File: config.mk
export PLATFORM = sky130hd
export DESIGN_NAME = smc_motor_ctrl
export DESIGN_NICKNAME = d
export VERILOG_FILES = /design/src/hw/smc_pkg.sv /design/src/hw/smc_motor_ctrl.sv /design/src/hw/smc_gray_decode.sv
export SDC_FILE = /design/constraint.sdc
export NUM_CORES = 1
export LEC_CHECK = 0
export BUFFER_PORTS_ARGS = -buffer_cell sky130_fd_sc_hd__buf_2
export CORE_MARGIN = 1
export CORE_UTILIZATION = 50
export DETAILED_ROUTE_END_ITERATION = 7
export PLACE_DENSITY = 0.69
export SETUP_SLACK_MARGIN = 0.4
export SLEW_MARGIN = 20
export SYNTH_ARGS = -nofsm -noshare
export SYNTH_HDL_FRONTEND = slang
export SYNTH_SLANG_ARGS = --single-unit
export TNS_END_PERCENT = 1
File: constraint.sdc
create_clock -name i_sys_clk -period 7.15 [get_ports i_sys_clk]
set_input_delay 0.715 -clock i_sys_clk [delete_from_list [all_inputs] [get_ports i_sys_clk]]
set_output_delay 0.715 -clock i_sys_clk [all_outputs]
set_load 0.02 [all_outputs]
File: src/hw/smc_pkg.sv
/*
 * Shared constants for the spindle and actuator motor sequencer.
 * Assumes a single 25 MHz system clock and a synchronous reset.
 */
package smc_pkg;

  // ****************************************************************
  // clock and timing
  // ****************************************************************
  localparam int CLK_MHZ        = 25;
  // reference revolution time at 5,400 rpm, 11.111 ms, in microseconds
  localparam int REF_REV_US     = 11111;
  localparam int REF_REV_CYC    = REF_REV_US * CLK_MHZ;
  // charge-sufficient wait, 1 ms by default
  localparam int CHARGE_WAIT_US = 1000;
  localparam int CHARGE_WAIT_CYC = CHARGE_WAIT_US * CLK_MHZ;
  // start-mode speed pulse timeout, 100 ms by default
  localparam int PULSE_TMO_US   = 100000;
  localparam int PULSE_TMO_CYC  = PULSE_TMO_US * CLK_MHZ;
  // speed pulses per revolution: one correction each 1/6 turn
  localparam int PULSES_PER_REV = 6;

  // ****************************************************************
  // correction constant k, fixed point with K_SHIFT fraction bits
  // ****************************************************************
  localparam int K_CORR  = 16;
  localparam int K_SHIFT = 4;

  // ****************************************************************
  // actuator currents and gains
  // ****************************************************************
  localparam int COIL_W        = 16;
  localparam int CYL_W         = 15;
  localparam int REF_CYL       = 0;
  localparam int PRESS_SAMPLES = 64;
  localparam logic signed [15:0] PRESS_CUR = 16'sh0040;
  localparam logic signed [15:0] OUT_CUR   = -16'sh0400;
  localparam logic signed [15:0] SLOW_CUR  = -16'sh0080;
  localparam int SEEK_SHIFT    = 2;
  localparam int TRK_I_SHIFT   = 3;

  typedef enum logic [2:0] {
    SP_RESET, SP_CHARGE, SP_START, SP_ACCEL, SP_STABLE
  } smc_spin_e;

  typedef enum logic [2:0] {
    ACT_PRESS, ACT_OUT, ACT_SLOW, ACT_TRACK, ACT_SEEK
  } smc_act_e;

endpackage : smc_pkg

File: src/hw/smc_motor_ctrl.sv
/*
 * Spindle start/regulation sequencer and actuator servo sequencer.
 * Assumes the speed pulse, servo mark and sample tick are one-cycle
 * pulses synchronous to i_sys_clk; the spindle driver commutates
 * by itself and the coil amplifier follows the written current.
 */
module smc_motor_ctrl
  import smc_pkg::*;
#(
  parameter int CNT_W           = 24,
  parameter int CHARGE_WAIT     = smc_pkg::CHARGE_WAIT_CYC,
  parameter int PULSE_TIMEOUT   = smc_pkg::PULSE_TMO_CYC,
  parameter int REF_REV         = smc_pkg::REF_REV_CYC,
  parameter int K_NUM           = smc_pkg::K_CORR
) (
  // clock and reset
  input  wire logic                     i_sys_clk,
  input  wire logic                     i_rst,
  // spindle driver
  input  wire logic                     i_speed_pulse,
  output logic                          o_spindle_reset,
  output logic                          o_spindle_charge,
  output logic                          o_spindle_discharge,
  output logic                          o_spindle_start,
  output logic                          o_spindle_commutate,
  output logic                          o_spindle_stable,
  // servo frame
  input  wire logic                     i_sample_tick,
  input  wire logic                     i_servo_mark,
  input  wire logic                     i_gray_valid,
  input  wire logic [smc_pkg::CYL_W-1:0] i_gray_cyl,
  input  wire logic                     i_gray_index,
  input  wire logic signed [15:0]       i_burst_a,
  input  wire logic signed [15:0]       i_burst_b,
  // seek request
  input  wire logic                     i_seek_req,
  input  wire logic [smc_pkg::CYL_W-1:0] i_seek_target,
  output logic                          o_seek_busy,
  // actuator coil converter
  output logic                          o_coil_wr,
  output logic signed [smc_pkg::COIL_W-1:0] o_coil_current,
  output logic [smc_pkg::CYL_W-1:0]     o_cyl_addr,
  output logic                          o_cyl_index,
  output logic                          o_tracking
);

  localparam int RW = CNT_W + 3;
  localparam int PW = RW + 8;

  // ****************************************************************
  // spindle sequencing
  // ****************************************************************
  smc_spin_e        spin_reg;
  logic [CNT_W-1:0] wait_reg;
  logic [CNT_W-1:0] ivl_reg;
  logic [RW-1:0]    corr_reg;
  logic             corr_up_reg;
  logic [RW-1:0]    rev_est;
  logic [RW-1:0]    ref_rev;
  logic [RW-1:0]    diff;
  logic [PW-1:0]    corr_prod;
  logic             fast;

  // six pulses per turn: one interval times six is one revolution
  assign rev_est   = ({3'h0, ivl_reg} << 2) + ({3'h0, ivl_reg} << 1);
  assign ref_rev   = RW'(REF_REV);
  assign fast      = rev_est < ref_rev;
  assign diff      = fast ? ref_rev - rev_est : rev_est - ref_rev;
  assign corr_prod = ({8'h00, diff} * PW'(K_NUM)) >> K_SHIFT;

  always_ff @(posedge i_sys_clk) begin
    if (i_rst) begin
      spin_reg <= SP_RESET;
      wait_reg <= '0;
    end else begin
      unique case (spin_reg)
        SP_RESET: begin
          spin_reg <= SP_CHARGE;
          wait_reg <= '0;
        end
        SP_CHARGE: begin
          wait_reg <= wait_reg + 1'b1;
          if (wait_reg >= CNT_W'(CHARGE_WAIT - 1)) begin
            spin_reg <= SP_START;
            wait_reg <= '0;
          end
        end
        SP_START: begin
          wait_reg <= wait_reg + 1'b1;
          if (i_speed_pulse) begin
            spin_reg <= SP_ACCEL;
          end else if (wait_reg >= CNT_W'(PULSE_TIMEOUT - 1)) begin
            spin_reg <= SP_RESET;
          end
        end
        SP_ACCEL: begin
          // first pulse only restarts the interval measurement
          if (i_speed_pulse && ivl_reg != '0 && !(rev_est > ref_rev)) begin
            spin_reg <= SP_STABLE;
          end
        end
        SP_STABLE: begin
          spin_reg <= SP_STABLE;
        end
      endcase
    end
  end

  // interval between speed pulses, saturating
  always_ff @(posedge i_sys_clk) begin
    if (i_rst || spin_reg == SP_START) begin
      ivl_reg <= '0;
    end else if (i_speed_pulse) begin
      ivl_reg <= CNT_W'(1);
    end else if (ivl_reg != '1 && ivl_reg != '0) begin
      ivl_reg <= ivl_reg + 1'b1;
    end
  end

  // correction is reloaded on every pulse, i.e. each 1/6 turn
  always_ff @(posedge i_sys_clk) begin
    if (i_rst || spin_reg != SP_STABLE) begin
      corr_reg    <= '0;
      corr_up_reg <= 1'b0;
    end else if (i_speed_pulse && ivl_reg != '0) begin
      corr_reg    <= corr_prod[RW-1:0];
      corr_up_reg <= !fast;
    end else if (corr_reg != '0) begin
      corr_reg <= corr_reg - 1'b1;
    end
  end

  always_ff @(posedge i_sys_clk) begin
    if (i_rst) begin
      o_spindle_reset     <= 1'b0;
      o_spindle_charge    <= 1'b0;
      o_spindle_discharge <= 1'b0;
      o_spindle_start     <= 1'b0;
      o_spindle_commutate <= 1'b0;
      o_spindle_stable    <= 1'b0;
    end else begin
      o_spindle_reset     <= spin_reg == SP_RESET;
      // charging in accel keeps the motor current rising
      o_spindle_charge    <= spin_reg == SP_CHARGE
                          || spin_reg == SP_ACCEL
                          || (spin_reg == SP_STABLE && corr_reg != '0
                              && corr_up_reg);
      o_spindle_discharge <= spin_reg == SP_STABLE && corr_reg != '0
                          && !corr_up_reg;
      o_spindle_start     <= spin_reg == SP_START;
      o_spindle_commutate <= spin_reg == SP_START;
      o_spindle_stable    <= spin_reg == SP_STABLE;
    end
  end

  // ****************************************************************
  // cylinder address
  // ****************************************************************
  logic             cyl_valid;

  smc_gray_decode #(
    .W (CYL_W)
  ) u_gray (
    .i_sys_clk (i_sys_clk),
    .i_rst     (i_rst),
    .i_valid   (i_gray_valid),
    .i_gray    (i_gray_cyl),
    .i_index   (i_gray_index),
    .o_valid   (cyl_valid),
    .o_bin     (o_cyl_addr),
    .o_index   (o_cyl_index)
  );

  // ****************************************************************
  // actuator sequencing, one step per sample tick
  // ****************************************************************
  smc_act_e                  act_reg;
  logic [7:0]                press_reg;
  logic [CYL_W-1:0]          target_reg;
  logic signed [19:0]        integ_reg;
  logic signed [16:0]        pos_err;
  logic signed [CYL_W:0]     seek_err;
  logic signed [23:0]        seek_cur;
  logic signed [23:0]        trk_cur;

  assign pos_err  = 17'(i_burst_a) - 17'(i_burst_b);
  assign seek_err = $signed({1'b0, target_reg}) - $signed({1'b0, o_cyl_addr});
  assign seek_cur = 24'(seek_err) <<< SEEK_SHIFT;
  // proportional plus integral compensation
  assign trk_cur  = -(24'(pos_err) <<< 1)
                  - (24'(integ_reg) >>> TRK_I_SHIFT);

  function automatic logic signed [COIL_W-1:0] sat(
    input logic signed [23:0] v
  );
    if (v > 24'sh007FFF) begin
      sat = 16'sh7FFF;
    end else if (v < -24'sh008000) begin
      sat = -16'sh8000;
    end else begin
      sat = v[COIL_W-1:0];
    end
  endfunction : sat

  always_ff @(posedge i_sys_clk) begin
    if (i_rst) begin
      act_reg    <= ACT_PRESS;
      press_reg  <= '0;
      target_reg <= '0;
    end else if (i_sample_tick) begin
      unique case (act_reg)
        ACT_PRESS: begin
          press_reg <= press_reg + 1'b1;
          if (press_reg == 8'(PRESS_SAMPLES - 1)) begin
            act_reg <= ACT_OUT;
          end
        end
        ACT_OUT: begin
          if (i_servo_mark) begin
            act_reg <= ACT_SLOW;
          end
        end
        ACT_SLOW: begin
          if (cyl_valid && o_cyl_addr <= CYL_W'(REF_CYL)) begin
            act_reg <= ACT_TRACK;
          end
        end
        ACT_TRACK: begin
          // seeks only start once the spindle is at speed
          if (i_seek_req && o_spindle_stable) begin
            act_reg    <= ACT_SEEK;
            target_reg <= i_seek_target;
          end
        end
        ACT_SEEK: begin
          if (seek_err == '0) begin
            act_reg <= ACT_TRACK;
          end
        end
      endcase
    end
  end

  always_ff @(posedge i_sys_clk) begin
    if (i_rst || act_reg != ACT_TRACK) begin
      integ_reg <= '0;
    end else if (i_sample_tick) begin
      integ_reg <= integ_reg + 20'(pos_err);
    end
  end

  always_ff @(posedge i_sys_clk) begin
    if (i_rst) begin
      o_coil_wr      <= 1'b0;
      o_coil_current <= '0;
    end else begin
      o_coil_wr <= i_sample_tick;
      if (i_sample_tick) begin
        unique case (act_reg)
          ACT_PRESS: o_coil_current <= PRESS_CUR;
          ACT_OUT:   o_coil_current <= OUT_CUR;
          ACT_SLOW:  o_coil_current <= SLOW_CUR;
          ACT_TRACK: o_coil_current <= sat(trk_cur);
          ACT_SEEK:  o_coil_current <= sat(seek_cur);
        endcase
      end
    end
  end

  assign o_seek_busy = act_reg == ACT_SEEK;
  assign o_tracking  = act_reg == ACT_TRACK;
endmodule : smc_motor_ctrl

File: src/hw/smc_gray_decode.sv
/*
 * Gray to binary conversion of the servo cylinder address field.
 * Assumes the gray field and its index bit are stable while valid.
 */
module smc_gray_decode #(
  parameter int W = 15
) (
  // clock and reset
  input  wire logic         i_sys_clk,
  input  wire logic         i_rst,
  // gray field in
  input  wire logic         i_valid,
  input  wire logic [W-1:0] i_gray,
  input  wire logic         i_index,
  // binary address out
  output logic              o_valid,
  output logic [W-1:0]      o_bin,
  output logic              o_index
);

  logic [W-1:0] bin_next;

  // ****************************************************************
  // each binary bit is the parity of the gray bits at and above it
  // ****************************************************************
  for (genvar i = 0; i < W; i++) begin : g_bit
    assign bin_next[i] = ^i_gray[W-1:i];
  end

  always_ff @(posedge i_sys_clk) begin
    if (i_rst) begin
      o_valid <= 1'b0;
      o_bin   <= '0;
      o_index <= 1'b0;
    end else begin
      o_valid <= i_valid;
      if (i_valid) begin
        o_bin   <= bin_next;
        o_index <= i_index;
      end
    end
  end

endmodule : smc_gray_decode

# Word level (Yosys, flattened, before mapping)
# Cells that the tools add are included.
dict set report classes {
  n_eq_ne 20
  mux 23
  add_sub_neg 12
  n_reduce_logical 43
  magnitude_cmp 9
}
# op count
set ops {}
lappend ops {{27-bit 2-to-1 mux} 3}
lappend ops {{16-bit case mux with 5 select lines} 1}
lappend ops {{24-bit case mux with 3 select lines} 1}
lappend ops {{16-bit 2-to-1 mux} 4}
lappend ops {{24-bit by 1-bit adder with 24-bit output (second input constant)} 2}
lappend ops {{3-bit case mux with 5 select lines} 2}
lappend ops {{26-bit by 25-bit adder with 27-bit output} 1}
lappend ops {{27-bit by 19-bit greater-than comparator with 1-bit output (second input constant)} 1}
lappend ops {{27-bit by 19-bit less-than comparator with 1-bit output (second input constant)} 1}
lappend ops {{3-bit 2-to-1 mux} 9}
lappend ops {{27-bit nonzero test} 1}
lappend ops {{19-bit by 27-bit subtractor with 27-bit output (first input constant)} 1}
lappend ops {{27-bit by 1-bit subtractor with 27-bit output (second input constant)} 1}
lappend ops {{27-bit by 19-bit subtractor with 27-bit output (second input constant)} 1}
lappend ops {{24-bit by 15-bit >= comparator with 1-bit output (second input constant)} 1}
lappend ops {{24-bit by 22-bit >= comparator with 1-bit output (second input constant)} 1}
lappend ops {{24-bit by 16-bit greater-than comparator with 1-bit output (second input constant)} 1}
lappend ops {{24-bit by 16-bit less-than comparator with 1-bit output (second input constant)} 1}
lappend ops {{24-bit 2-to-1 mux} 1}
lappend ops {{24-bit inequality test (second input constant)} 1}
lappend ops {{18-bit negator with 24-bit output} 1}
lappend ops {{24-bit nonzero test} 1}
lappend ops {{24-bit by 17-bit subtractor with 24-bit output} 1}
lappend ops {{20-bit by 17-bit adder with 20-bit output} 1}
lappend ops {{40 further kinds} 68}
dict set report word_totals {
  regBits 164
  output_inout_bits 41
  input_bits 70
  elab_cells 127
}

# Logic depth before layout (Yosys ltp)
# Gate-level depths: netlist of run 1.
dict set report logic_depth {
  depth_word 7
  ltp_mapped 29
  depth_no_buf 28
}

# Hierarchy
# From an unflattened synthesis of run 1, not the netlist that was laid out.
dict set report hier_totals {
  hier_cells 1757
  hier_area_um2 13845.8
}
# mod seq_area_each_um2 cells_per_inst area_per_inst_um2 instances
set by_module_without_submodules {}
lappend by_module_without_submodules {smc_motor_ctrl 2942.8 1675 12987.5 1}
lappend by_module_without_submodules {smc_gray_decode 340.3 82 858.3 1}

# Worst setup path after synthesis of run 1
# OpenSTA, ideal clock, no wires.
dict set report synth_timing {
  kind {input port to flip-flop}
  startpoint {input port i_burst_a[0]}
  endpoint {register o_coil_current[13] (netlist name)}
  n_path_buf 0
  setup_time_ns 0.122
  arrival_ns 5.520
  stages 26
  slack_ns 1.508
  required_time_ns 7.028
  path_cell_list {inv_1 > ha_1 > inv_1 > fa_1 > a21o_1 > a21oi_1 > o21ai_0 > a21oi_1 > o21ai_0 > a21oi_1 > nor2b_1 > o21ai_0 > nor2b_1 > xnor2_1 > inv_1 > ha_1 > ha_1 > and3_1 > nand4_1 > o41ai_1 > a21oi_1 > xnor2_1 > a311oi_1 > or2_1 > o21a_1 > a221o_1}
}
dict set report synth_via {
  elab_chain_cells 7
  word_cells_on_any_way 8
  classes_between {add/sub: 3; order compare: 2; mux: 3}
}
# element line_no
set synth_lines {}
lappend synth_lines {{start, declared} smc_motor_ctrl.sv:33} ;# input wire logic signed [15:0] i_burst_a,
lappend synth_lines {{16-bit by 16-bit subtractor with 17-bit output *} smc_motor_ctrl.sv:186} ;# assign pos_err = 17'(i_burst_a) - 17'(i_burst_b);
lappend synth_lines {{18-bit negator with 24-bit output *} smc_motor_ctrl.sv:190} ;# assign trk_cur = -(24'(pos_err) <<< 1)
lappend synth_lines {{24-bit by 17-bit subtractor with 24-bit output *} smc_motor_ctrl.sv:191} ;# - (24'(integ_reg) >>> TRK_I_SHIFT);
lappend synth_lines {{24-bit by 16-bit less-than comparator with 1-bit output} smc_motor_ctrl.sv:198} ;# end else if (v < -24'sh008000) begin
lappend synth_lines {{16-bit 2-to-1 mux} smc_motor_ctrl.sv:198}
lappend synth_lines {{16-bit 2-to-1 mux *} smc_motor_ctrl.sv:196} ;# if (v > 24'sh007FFF) begin
lappend synth_lines {{16-bit case mux with 5 select lines *} smc_motor_ctrl.sv:259} ;# unique case (act_reg)
lappend synth_lines {{end signal, assigned} smc_motor_ctrl.sv:263} ;# ACT_TRACK: o_coil_current <= sat(trk_cur);
lappend synth_lines {{end signal, assigned} smc_motor_ctrl.sv:264} ;# ACT_SEEK: o_coil_current <= sat(seek_cur);
lappend synth_lines {{end, declared} smc_motor_ctrl.sv:41} ;# output logic signed [smc_pkg::COIL_W-1:0] o_coil_current,
# Mark *: on every way between the ends. The rest lies on a longest branch, timed or not.
# A chain may end at the register's enable or synchronous reset.

# Final worst setup path of run 1
dict set report layout_timing {
  startpoint {input port i_burst_a[0]}
  endpoint {register o_coil_current[6] (netlist name)}
}
# The elaborated chain is that of the path after synthesis.

==> results of run 1 <==
==> synth_stat cells (5+ instances only) <==
library cell	number
buf_2	5
a31oi_1	11
a21oi_1	112
o211ai_1	10
nor3_1	33
nor4_1	12
ha_1	125
nand4_1	24
dfxtp_1	164
inv_1	130
fa_1	5
a221o_1	8
mux2_2	5
and3_1	10
and2_1	11
o21bai_1	17
o22ai_1	12
or3_1	12
nand2_1	125
nand2b_1	24
a211oi_1	27
o21ai_0	60
o31ai_1	9
nand3b_1	5
mux2i_1	28
xnor2_1	134
nor2b_1	15
a221oi_1	5
nor3b_1	5
o21a_1	13
a21o_1	19
nor2_1	176
clkbuf_1	36
or2_2	8
a21boi_0	5
xor2_1	56
buf_1	5
or4_1	7
a22o_1	5
nand3_1	42
==> through the flow <==
step           hold slack [ns]  cells  instance area, um2    util  power, uW
6_report                0.4542   2044               14300  0.5663       2930
2_1_floorplan           0.4184   1616               12940       -       1799
3_3_place_gp            0.4493   2012               13750  0.5443       2044
3_5_place_dp            0.4509   2012               13750  0.5443       2059
4_1_cts                 0.4596   2044               14300  0.5663       2951
5_1_grt                 0.4793   2044               14300  0.5663       3113
==> path summary, 6_finish.rpt <==
path	from	to	cells past startpoint
setup reg to reg	ivl_reg[0]	corr_reg[24]	14
hold reg to reg	target_reg[0]	target_reg[0]	2
hold / removal	target_reg[0]	target_reg[0]	2
setup / recovery	i_burst_a[0]	o_coil_current[6]	26
==> per-layer routing <==
| layer | global-route usage | up-vias |
|---|---|---|
| met2 | 0.4215 | 185 |
| li1 | - | 5843 |
| met1 | 0.2834 | 5341 |
| met4 | 0.07434 | 0 |
| met3 | 0.03132 | 41 |
| met5 | 0 | - |
==> power by group through the flow <==
stage / sequential [uW] / combinational [uW] / clock [uW]
3_5_place_dp: 1020 / 1040 / 0
6_report: 996 / 1050 / 884
4_1_cts: 997 / 1050 / 903
2_1_floorplan: 1020 / 781 / 0
3_3_place_gp: 1020 / 1030 / 0
5_1_grt: 1000 / 1170 / 941
==> critical path: cells and delay by family <==
kind | cells | cell delay [ns]
fa+ha+maj | 4 | 1.19
simple gates | 4 | 0.59
xor+xnor | 2 | 0.38
compound gates | 12 | 3.29
buf+inv | 4 | 0.25
==> final cells by class <==
| type | count | area share |
|---|---|---|
| repair buffers | 115 | 0.04112 |
| multi-input cells | 1273 | 0.6276 |
| clock inverters | 11 | 0.007262 |
| flip-flops and latches | 164 | 0.2296 |
| clock buffers | 21 | 0.03150 |
| inverters | 130 | 0.03412 |
| well taps | 330 | 0.02887 |
==> logic make-up after synthesis <==
logic type      after synthesis
compound gates              370
mux                          33
flops                       164
xor+xnor                    194
fa+ha+maj                   130
simple gates                546
buf+inv                     179
==> results by group, run 1 <==
STA
  • Setup_tns: 0 ns
  • Final min period: 6.095 ns
  • Final Hold Viols: 0
  • Max Clock Freq: 164.1 MHz
  • Final worst slack: 1.055 ns
  • Fin crit share: 0.8524
  • Slew headroom: 0.2922
  • Final Max Tran Viols: 0
  • RSZ-0062 raised after global routing: false
  • Least-Margin Pin Slew: 1.058 ns
  • Skew final: 0.01299 ns
  • Setup Viol. Count Final: 0

Clock tree
  • Reg clk slew, reported paths: 0.06 ns
  • Hold-fix buffers, CTS: 0
  • Num CTS Buffers: 17
  • Clk buf depth: 2
  • H-tree depth: 4
  • Post-CTS resize count: 0
  • Postcts setup bufs: 0
  • Clock Sinks: 164
  • Worst-skew pair later-pin latency: 0.43 ns
  • Clk root buf: clkbuf_16
  • CTS tree: yes

Synth
  • Synthesized instance count: 1616
  • Synth area leaders: dfxtp_1, ha_1, xnor2_1
  • Post-synth ARST share: 0
  • Number of flops mapped to enable cells by yosys: 0
  • Main combinational cell family by area after synthesis: simple AND/OR/NAND/NOR gates
  • Mapped Area: 0.01294 mm2
  • Post-Synth Adder-Cell Area: 0.1286
  • Sequential area share after synthesis: 0.2536
  • XOR/XNOR Fraction of Synth Area: 0.1346
  • Post-synthesis compound-gate area fraction: 0.1937
  • Synth warnings: 0
  • Seq cells post-synth: 164
  • Syn_area_per_cell: 8.010 um2
  • Synth top area share: 0.2536
  • Biggest area consumer among synthesized cells: dfxtp_1
  • Synth Flop Type: dfxtp_1
  • Multiplexer share of the synthesized area: 0.02600
  • Netlist cell types: 102
  • Simple-gate portion of the synthesized area: 0.2094
  • Post-Syn Nets: 1816

Power and ir drop
  • Sequential Power Share: 0.340
  • Sw Pwr: 1062 uW
  • Clock power share: 0.302
  • Pwr Density: 204.9 mW/mm2
  • Switching Fraction: 0.3624
  • Comb power frac: 0.358
  • P_leak: 0.006070 uW
  • Worst IR Drop VDD: 0.0001290 V
  • Internal power: 1868 uW

Routing
  • Final wirelength: 30120 um
  • Met2 WL: 15090 um
  • Via count: 11410
  • Iteration-0 DRC Markers: 643
  • Routed Antenna Nets: 0
  • Post-DR vias/cell: 5.582
  • WL/cell: 14.73 um
  • Highest routed layer: met4
  • Metal-1 WL: 13550 um
  • Met3 wire len: 852 um
  • Remaining DRCs: 0
  • TritonRoute pass-1 iters: 5

Die
  • Die Ht: 162.9 um
  • Die area: 0.02654 mm2
  • Die width: 162.9 um
  • Core area: 0.02525 mm2
  • Site row count: 58
  • Initial core utilization: 0.5126
  • Total I/O pin count: 111

Place
  • Post-DP HPWL: 23370 um
  • Dpl ws: 0.7247 ns
  • Routability congestion estimate from global placement: 0.9041
  • Port-buffer cells: 110

Run status
  • Status: complete, no violations

Layout
  • Footprint of the multi-input gates: 0.008975 mm2
  • Leading cell type in the layout, fill and taps excluded: nor2_1
  • Syn-to-layout area delta: 10.48%
  • Final Net Count: 1901
  • Commonest non-fill, non-tap cells in the layout: nor2_1, dfxtp_1, xnor2_1
  • Max FFs per register: 27
  • ANT cells: 0
  • Layout cells sized above 1: 0.1155
  • Reg area: 0.003283 mm2
  • # fillers: 2392

Global route
  • First-pass GRT wire length: 51050 um
  • Initial antenna violation count: 0
  • Vias in the first global route: 10950
  • All-Layer GR Usage: 0.2334
  • Largest net degree at the start of global routing: 60
  • GR Overflow Total: 0

Min path
  • HP Class: reg2reg

Worst setup path
  • Slowest cell delay on critical path: 0.80 ns
  • WS Path Type: in2reg
  • Worst Path Max Fanout: 14
  • CP Capture Type: flop
  • Crit-path most repeated cell: a21oi_1
  • Worst Path Arrival: 6.43 ns
  • Setup crit start kind: primary input
  • Crit-path slowest cell: o32ai_2
  • Critical Path RT: 7.48 ns
  • FF-to-FF setup slack: 2.78 ns

Run
  • MaxCap Viol Count: 0
No activity file was read; power rests on OpenSTA's default activity.
==> run 2, diff against run 1 <==
--- a/config.mk
+++ b/config.mk
@@ -5,7 +5,7 @@
 export SDC_FILE = /design/constraint.sdc
 export NUM_CORES = 1
 export LEC_CHECK = 0
-export BUFFER_PORTS_ARGS = -buffer_cell sky130_fd_sc_hd__buf_2
+export BUFFER_PORTS_ARGS = -buffer_cell sky130_fd_sc_hd__buf_4
 export CORE_MARGIN = 1
 export CORE_UTILIZATION = 50
 export DETAILED_ROUTE_END_ITERATION = 7
==> run 2 against run 1 <==
Compared with the run above:
- sequential share of layout area shrank 0.55 points
- register-to-register slack lost 0.04 ns
- clock power grew 14%
- critical endpoint is now o_coil_current[13]
- largest power group unchanged
==> results by group, run 2 (same netlist as run 1, synthesis figures left out) <==
Clock tree
  • CTS tree: yes
  • Reg clk slew, reported paths: 0.06 ns (about the same)
  • Post-CTS resize count: 0 (unchanged)
  • Clk buf depth: 2 (unchanged)
  • Num CTS Buffers: 17 (unchanged)
  • H-tree depth: 4 (unchanged)
  • Worst-skew pair later-pin latency: 0.43 ns (about the same)
  • Postcts setup bufs: 0 (unchanged)
  • Clock Sinks: 164 (unchanged)
  • Hold-fix buffers, CTS: 0 (unchanged)
  • Clk root buf: clkbuf_16

Routing
  • TritonRoute pass-1 iters: 6 (+1)
  • Iteration-0 DRC Markers: 636 (-1.1%)
  • WL/cell: 14.96 um (+1.6%)
  • Final wirelength: 30540 um (+1.4%)
  • Via count: 11370 (-0.32%)
  • Remaining DRCs: 0 (unchanged)
  • Routed Antenna Nets: 0 (unchanged)
  • Post-DR vias/cell: 5.573 (-0.17%)

Worst setup path
  • Setup crit start kind: primary input
  • Crit-path slowest cell: o41ai_1
  • Worst Path Max Fanout: 5 (-9)
  • Critical Path RT: 7.46 ns (-0.02 ns)
  • Crit-path most repeated cell: a21oi_1
  • WS Path Type: in2reg
  • CP Capture Type: flop
  • Worst Path Arrival: 6.28 ns (-0.15 ns)
  • Slowest cell delay on critical path: 0.58 ns (-0.22 ns)

Layout
  • Leading cell type in the layout, fill and taps excluded: nor2_1
  • Layout cells sized above 1: 0.1146 (-0.0009664)
  • Final Net Count: 1900 (-0.053%)
  • Commonest non-fill, non-tap cells in the layout: nor2_1, dfxtp_1, xnor2_1
  • ANT cells: 0 (unchanged)
  • Syn-to-layout area delta: 13.18%
  • # fillers: 2396 (+0.17%)
  • Max FFs per register: 27 (unchanged)

Die
  • Die area: 0.02654 mm2 (unchanged)
  • Die width: 162.9 um (unchanged)
  • Initial core utilization: 0.5126 (unchanged)
  • Die Ht: 162.9 um (unchanged)
  • Site row count: 58 (unchanged)
  • Core area: 0.02525 mm2 (unchanged)
  • Total I/O pin count: 111 (unchanged)

Power and ir drop
  • Switching Fraction: 0.3391 (-0.02335)
  • Clock power share: 0.328 (+0.026)
  • Sw Pwr: 1045 uW (-1.6%)
  • Worst IR Drop VDD: 0.0001968 V (+53%)
  • Pwr Density: 210.2 mW/mm2 (+2.6%)
  • Comb power frac: 0.348 (-0.010)
  • Internal power: 2036 uW (+9.0%)
  • Sequential Power Share: 0.324 (-0.016)
  • P_leak: 0.006170 uW (+1.7%)

STA
  • Final Hold Viols: 0 (unchanged)
  • Skew final: 0.01008 ns (-0.002904 ns)
  • Final Max Tran Viols: 0 (unchanged)
  • Setup Viol. Count Final: 0 (unchanged)
  • Least-Margin Pin Slew: 0.9952 ns (-0.06264 ns)
  • Final min period: 5.966 ns (-0.1284 ns)
  • Fin crit share: 0.8345 (-0.01796)
  • Setup_tns: 0 ns (unchanged)
  • Slew headroom: 0.3341 (+0.04192)
  • RSZ-0062 raised after global routing: false
  • Max Clock Freq: 167.6 MHz (+2.2%)
  • Final worst slack: 1.184 ns (+0.1284 ns)

Global route
  • Initial antenna violation count: 0 (unchanged)
  • All-Layer GR Usage: 0.2305 (-0.002831)
  • GR Overflow Total: 0 (unchanged)
  • First-pass GRT wire length: 50180 um (-1.7%)
  • Vias in the first global route: 10700 (-2.3%)
  • Largest net degree at the start of global routing: 60 (unchanged)

Run status
  • Status: complete, no violations

Run
  • MaxCap Viol Count: 0 (unchanged)

Min path
  • HP Class: reg2reg

Place
  • Post-DP HPWL: 23500 um (+0.55%)
  • Port-buffer cells: 110 (unchanged)
  • Routability congestion estimate from global placement: 0.8850 (-2.1%)
  • Dpl ws: 0.8837 ns (+0.1590 ns)
## run 2: final timing paths
path | startpoint | end | slack [ns] | depth (start not counted)
hold / removal | target_reg[0] | target_reg[0] | 0.46 | 2
hold reg to reg | target_reg[0] | target_reg[0] | 0.46 | 2
setup / recovery | i_burst_a[0] | o_coil_current[13] | 1.18 | 27
setup reg to reg | ivl_reg[0] | corr_reg[24] | 2.74 | 14
## run 2: per-stage QoR
step,instance area (um2),utilization,instances,power [uW],hold WS [ns]
after floorplan,12940,-,1616,1799,0.4184
after global placement,14010,0.5549,2011,2066,0.4492
after detailed placement,14010,0.5549,2011,2080,0.4489
after CTS,14650,0.5802,2041,3104,0.4572
after global routing,14650,0.5802,2041,3251,0.4754
final,14650,0.5802,2041,3080,0.4554
## run 2: critical path: cells and delay by family
family | cells | cell delay [ns]
fa+ha+maj | 4 | 1.19
compound gates | 12 | 2.72
simple gates | 5 | 0.85
xor+xnor | 2 | 0.51
buf+inv | 4 | 0.27
## run 2: power by group through the flow
| stage | registers [uW] | clock network, uW | logic [uW] |
|---|---|---|---|
| final | 997 | 1010 | 1070 |
| after floorplan | 1020 | 0 | 781 |
| after global placement | 1020 | 0 | 1050 |
| after detailed placement | 1020 | 0 | 1060 |
| after global routing | 1000 | 1070 | 1180 |
| after CTS | 997 | 1030 | 1080 |
## run 2: area by class of cell
type	count	area, um2	share of cell area
flip-flops and latches	164	3283	0.2241
repair buffers	114	855.8	0.05841
clock inverters	9	176.4	0.01204
well taps	330	412.9	0.02818
multi-input cells	1273	8975	0.6126
inverters	130	488.0	0.03330
clock buffers	21	460.4	0.03143
## run 2: layer usage
| metal | up-vias | track usage | share of wire |
|---|---|---|---|
| met1 | 5329 | 0.2799 | 0.45 |
| met5 | - | 0 | 0 |
| li1 | 5822 | - | - |
| met4 | 0 | 0.06032 | 0.018 |
| met3 | 40 | 0.03056 | 0.034 |
| met2 | 183 | 0.4228 | 0.50 |
==> run 3, diff against run 2 <==
==> constraint.sdc (replaced) <==
create_clock -name i_sys_clk -period 5.5 [get_ports i_sys_clk]
set_input_delay 0.55 -clock i_sys_clk [delete_from_list [all_inputs] [get_ports i_sys_clk]]
set_output_delay 0.55 -clock i_sys_clk [all_outputs]
set_load 0.02 [all_outputs]
==> run 3 against run 2 <==
Compared with the run above:
- via count up 0.91%
- die area did not move
- routed wire length grew 1.4%
- cell area up 1.7%
- critical endpoint is now o_coil_current[14]
==> results by group, run 3 (same netlist as run 1, synthesis figures left out) <==
Clock tree
  • Worst-skew pair later-pin latency: 0.44 ns (about the same)
  • H-tree depth: 4 (unchanged)
  • CTS tree: yes
  • Clk buf depth: 2 (unchanged)
  • Reg clk slew, reported paths: 0.08 ns (+0.02 ns)
  • Clock Sinks: 164 (unchanged)
  • Hold-fix buffers, CTS: 0 (unchanged)
  • Clk root buf: clkbuf_16
  • Num CTS Buffers: 17 (unchanged)

Routing
  • Final wirelength: 30970 um (+1.4%)
  • WL/cell: 15.06 um (+0.67%)
  • Via count: 11480 (+0.91%)
  • Iteration-0 DRC Markers: 669 (+5.2%)
  • Remaining DRCs: 0 (unchanged)
  • Routed Antenna Nets: 0 (unchanged)
  • Post-DR vias/cell: 5.583 (+0.18%)
  • TritonRoute pass-1 iters: 5 (-1)

Die
  • Site row count: 58 (unchanged)
  • Die area: 0.02654 mm2 (unchanged)
  • Core area: 0.02525 mm2 (unchanged)
  • Total I/O pin count: 111 (unchanged)
  • Initial core utilization: 0.5126 (unchanged)
  • Die Ht: 162.9 um (unchanged)
  • Die width: 162.9 um (unchanged)

Min path
  • HP Class: in2reg
  • Worst Hold Path Cells: 3 (+1)

Worst setup path
  • Worst r2r src: ivl_reg[0]
  • Worst path bufs/invs: 4 (unchanged)
  • Slowest cell delay on critical path: 0.49 ns (-0.09 ns)
  • CP Launch Point: i_burst_a[0]
  • R2R Path End: corr_reg[24]
  • R2r worst-path depth: 14 (unchanged)
  • CP endpoint: o_coil_current[14]
  • CP delay by family, top: compound AO/OA/AOI/OAI gates
  • FF-to-FF setup slack: 1.14 ns (-1.60 ns)
  • Crit-path slowest cell: o41ai_4
  • Worst Path Arrival: 5.39 ns (-0.89 ns)
  • Setup crit start kind: primary input
  • Worst Path Max Fanout: 5 (unchanged)
  • CP Capture Type: flop
  • Number of cells on the critical path: 27 (unchanged)
  • WS Path Type: in2reg
  • Crit-path most repeated cell: a21oi_2
  • Critical Path RT: 5.83 ns (-1.63 ns)

Run status
  • Status: complete, no violations

STA
  • Final min period: 5.058 ns
  • Least-Margin Pin Slew: 1.055 ns (+0.05981 ns)
  • Setup_tns: 0 ns (unchanged)
  • Final Hold Viols: 0 (unchanged)
  • Setup Viol. Count Final: 0 (unchanged)
  • Slew headroom: 0.2941 (-0.04002)
  • Fin crit share: 0.9197
  • Final Max Tran Viols: 0 (unchanged)
  • Max Clock Freq: 197.7 MHz
  • RSZ-0062 raised after global routing: true
  • Skew final: 0.01404 ns (+0.003956 ns)

Layout
  • Layout cells sized above 1: 0.1414 (+0.02681)
  • ANT cells: 0 (unchanged)
  • Syn-to-layout area delta: 15.08%
  • Commonest non-fill, non-tap cells in the layout: nor2_1, dfxtp_1, xnor2_1
  • Cell Count, Final, Fillers Out: 2056 (+0.73%)
  • Max FFs per register: 27 (unchanged)
  • Final Net Count: 1913 (+0.68%)
  • Leading cell type in the layout, fill and taps excluded: nor2_1

Global route
  • Largest net degree at the start of global routing: 60 (unchanged)
  • Initial antenna violation count: 0 (unchanged)
  • Vias in the first global route: 11040 (+3.2%)
  • First-pass GRT wire length: 51630 um (+2.9%)
  • All-Layer GR Usage: 0.2369 (+0.006348)
  • GR Overflow Total: 0 (unchanged)

Power and ir drop
  • Pwr Density: 270.3 mW/mm2 (+29%)
  • Worst IR Drop VDD: 0.0001644 V (-16%)
  • P_leak: 0.006254 uW (+1.4%)

Place
  • Placed insts: 2018 (+0.35%)
  • Routability congestion estimate from global placement: 0.8704 (-1.6%)
  • Post-DP HPWL: 23900 um (+1.7%)
  • Port-buffer cells: 110 (unchanged)

Run
  • MaxCap Viol Count: 0 (unchanged)
-- run 3: layout make-up --
| class | instances | area (um2) |
|---|---|---|
| Clock buffer | 19 | 452.9 |
| Timing Repair Buffer | 127 | 960.9 |
| Fill cell | 2294 | 10360 |
| Multi-Input combinational cell | 1273 | 9149 |
| Tap cell | 330 | 412.9 |
| Sequential cell | 164 | 3283 |
| Inverter | 130 | 490.5 |
| Clock inverter | 13 | 147.6 |
-- run 3: stage by stage --
step           power [uW]  worst slack [ns]  hold WS (ns)  utilization  instance area [um2]
6_report             4027            0.4418        0.3578       0.5899                14900
5_1_grt              4251            0.2184        0.3600       0.5899                14900
4_1_cts              4009            0.4013        0.3490       0.5849                14770
3_5_place_dp         2749           -0.1108        0.4543       0.5599                14140
3_3_place_gp         2731           0.04191        0.4504       0.5599                14140
2_1_floorplan        2364            0.4261        0.4184            -                13020
-- run 3: what timing repair did --
| item | 4_1_cts | 5_1_grt |
|---|---|---|
| buffers inserted | 0 | 6 |
| pin swaps | 3 | 19 |
| resized for setup | 6 | 32 |
| endpoints found under the setup margin | 11 | 15 |
-- run 3: worst reg2reg max path, cell delays in order, from the launching register on --
cell	delay (ns)
dfxtp_1	0.54
ha_1	0.34
inv_1	0.08
fa_1	0.37
and2b_1	0.28
o31a_4	0.17
nor2_1	0.06
xnor2_1	0.40
a21oi_1	0.24
or4_1	0.60
a31oi_2	0.35
nor2_4	0.12
nand2_2	0.33
a21oi_1	0.13
o32ai_1	0.27
-- run 3: worst min-delay path by stage --
stage / start / end / slack, ns
floorplan: corr_up_reg / o_spindle_discharge / 0.42
global placement: target_reg[0] / target_reg[0] / 0.45
detailed placement: target_reg[7] / target_reg[7] / 0.45
CTS: i_gray_index / u_gray.o_index / 0.35
global route: i_seek_target[9] / target_reg[9] / 0.36
finish: i_seek_target[9] / target_reg[9] / 0.36
-- run 3: metal layers --
metal / part of all wire / vias up / GRT usage
li1: - / 5871 / -
met2: 0.50 / 170 / 0.4263
met1: 0.45 / 5388 / 0.2909
met3: 0.029 / 49 / 0.02903
met4: 0.019 / 0 / 0.07519
met5: 0 / - / 0
-- run 3: power breakdown --
group | internal [uW] | total (uW) | switching (uW)
Sequential | 1240 | 1290 | 58.9
Clock | 700 | 1240 | 537
Combinational | 638 | 1500 | 858
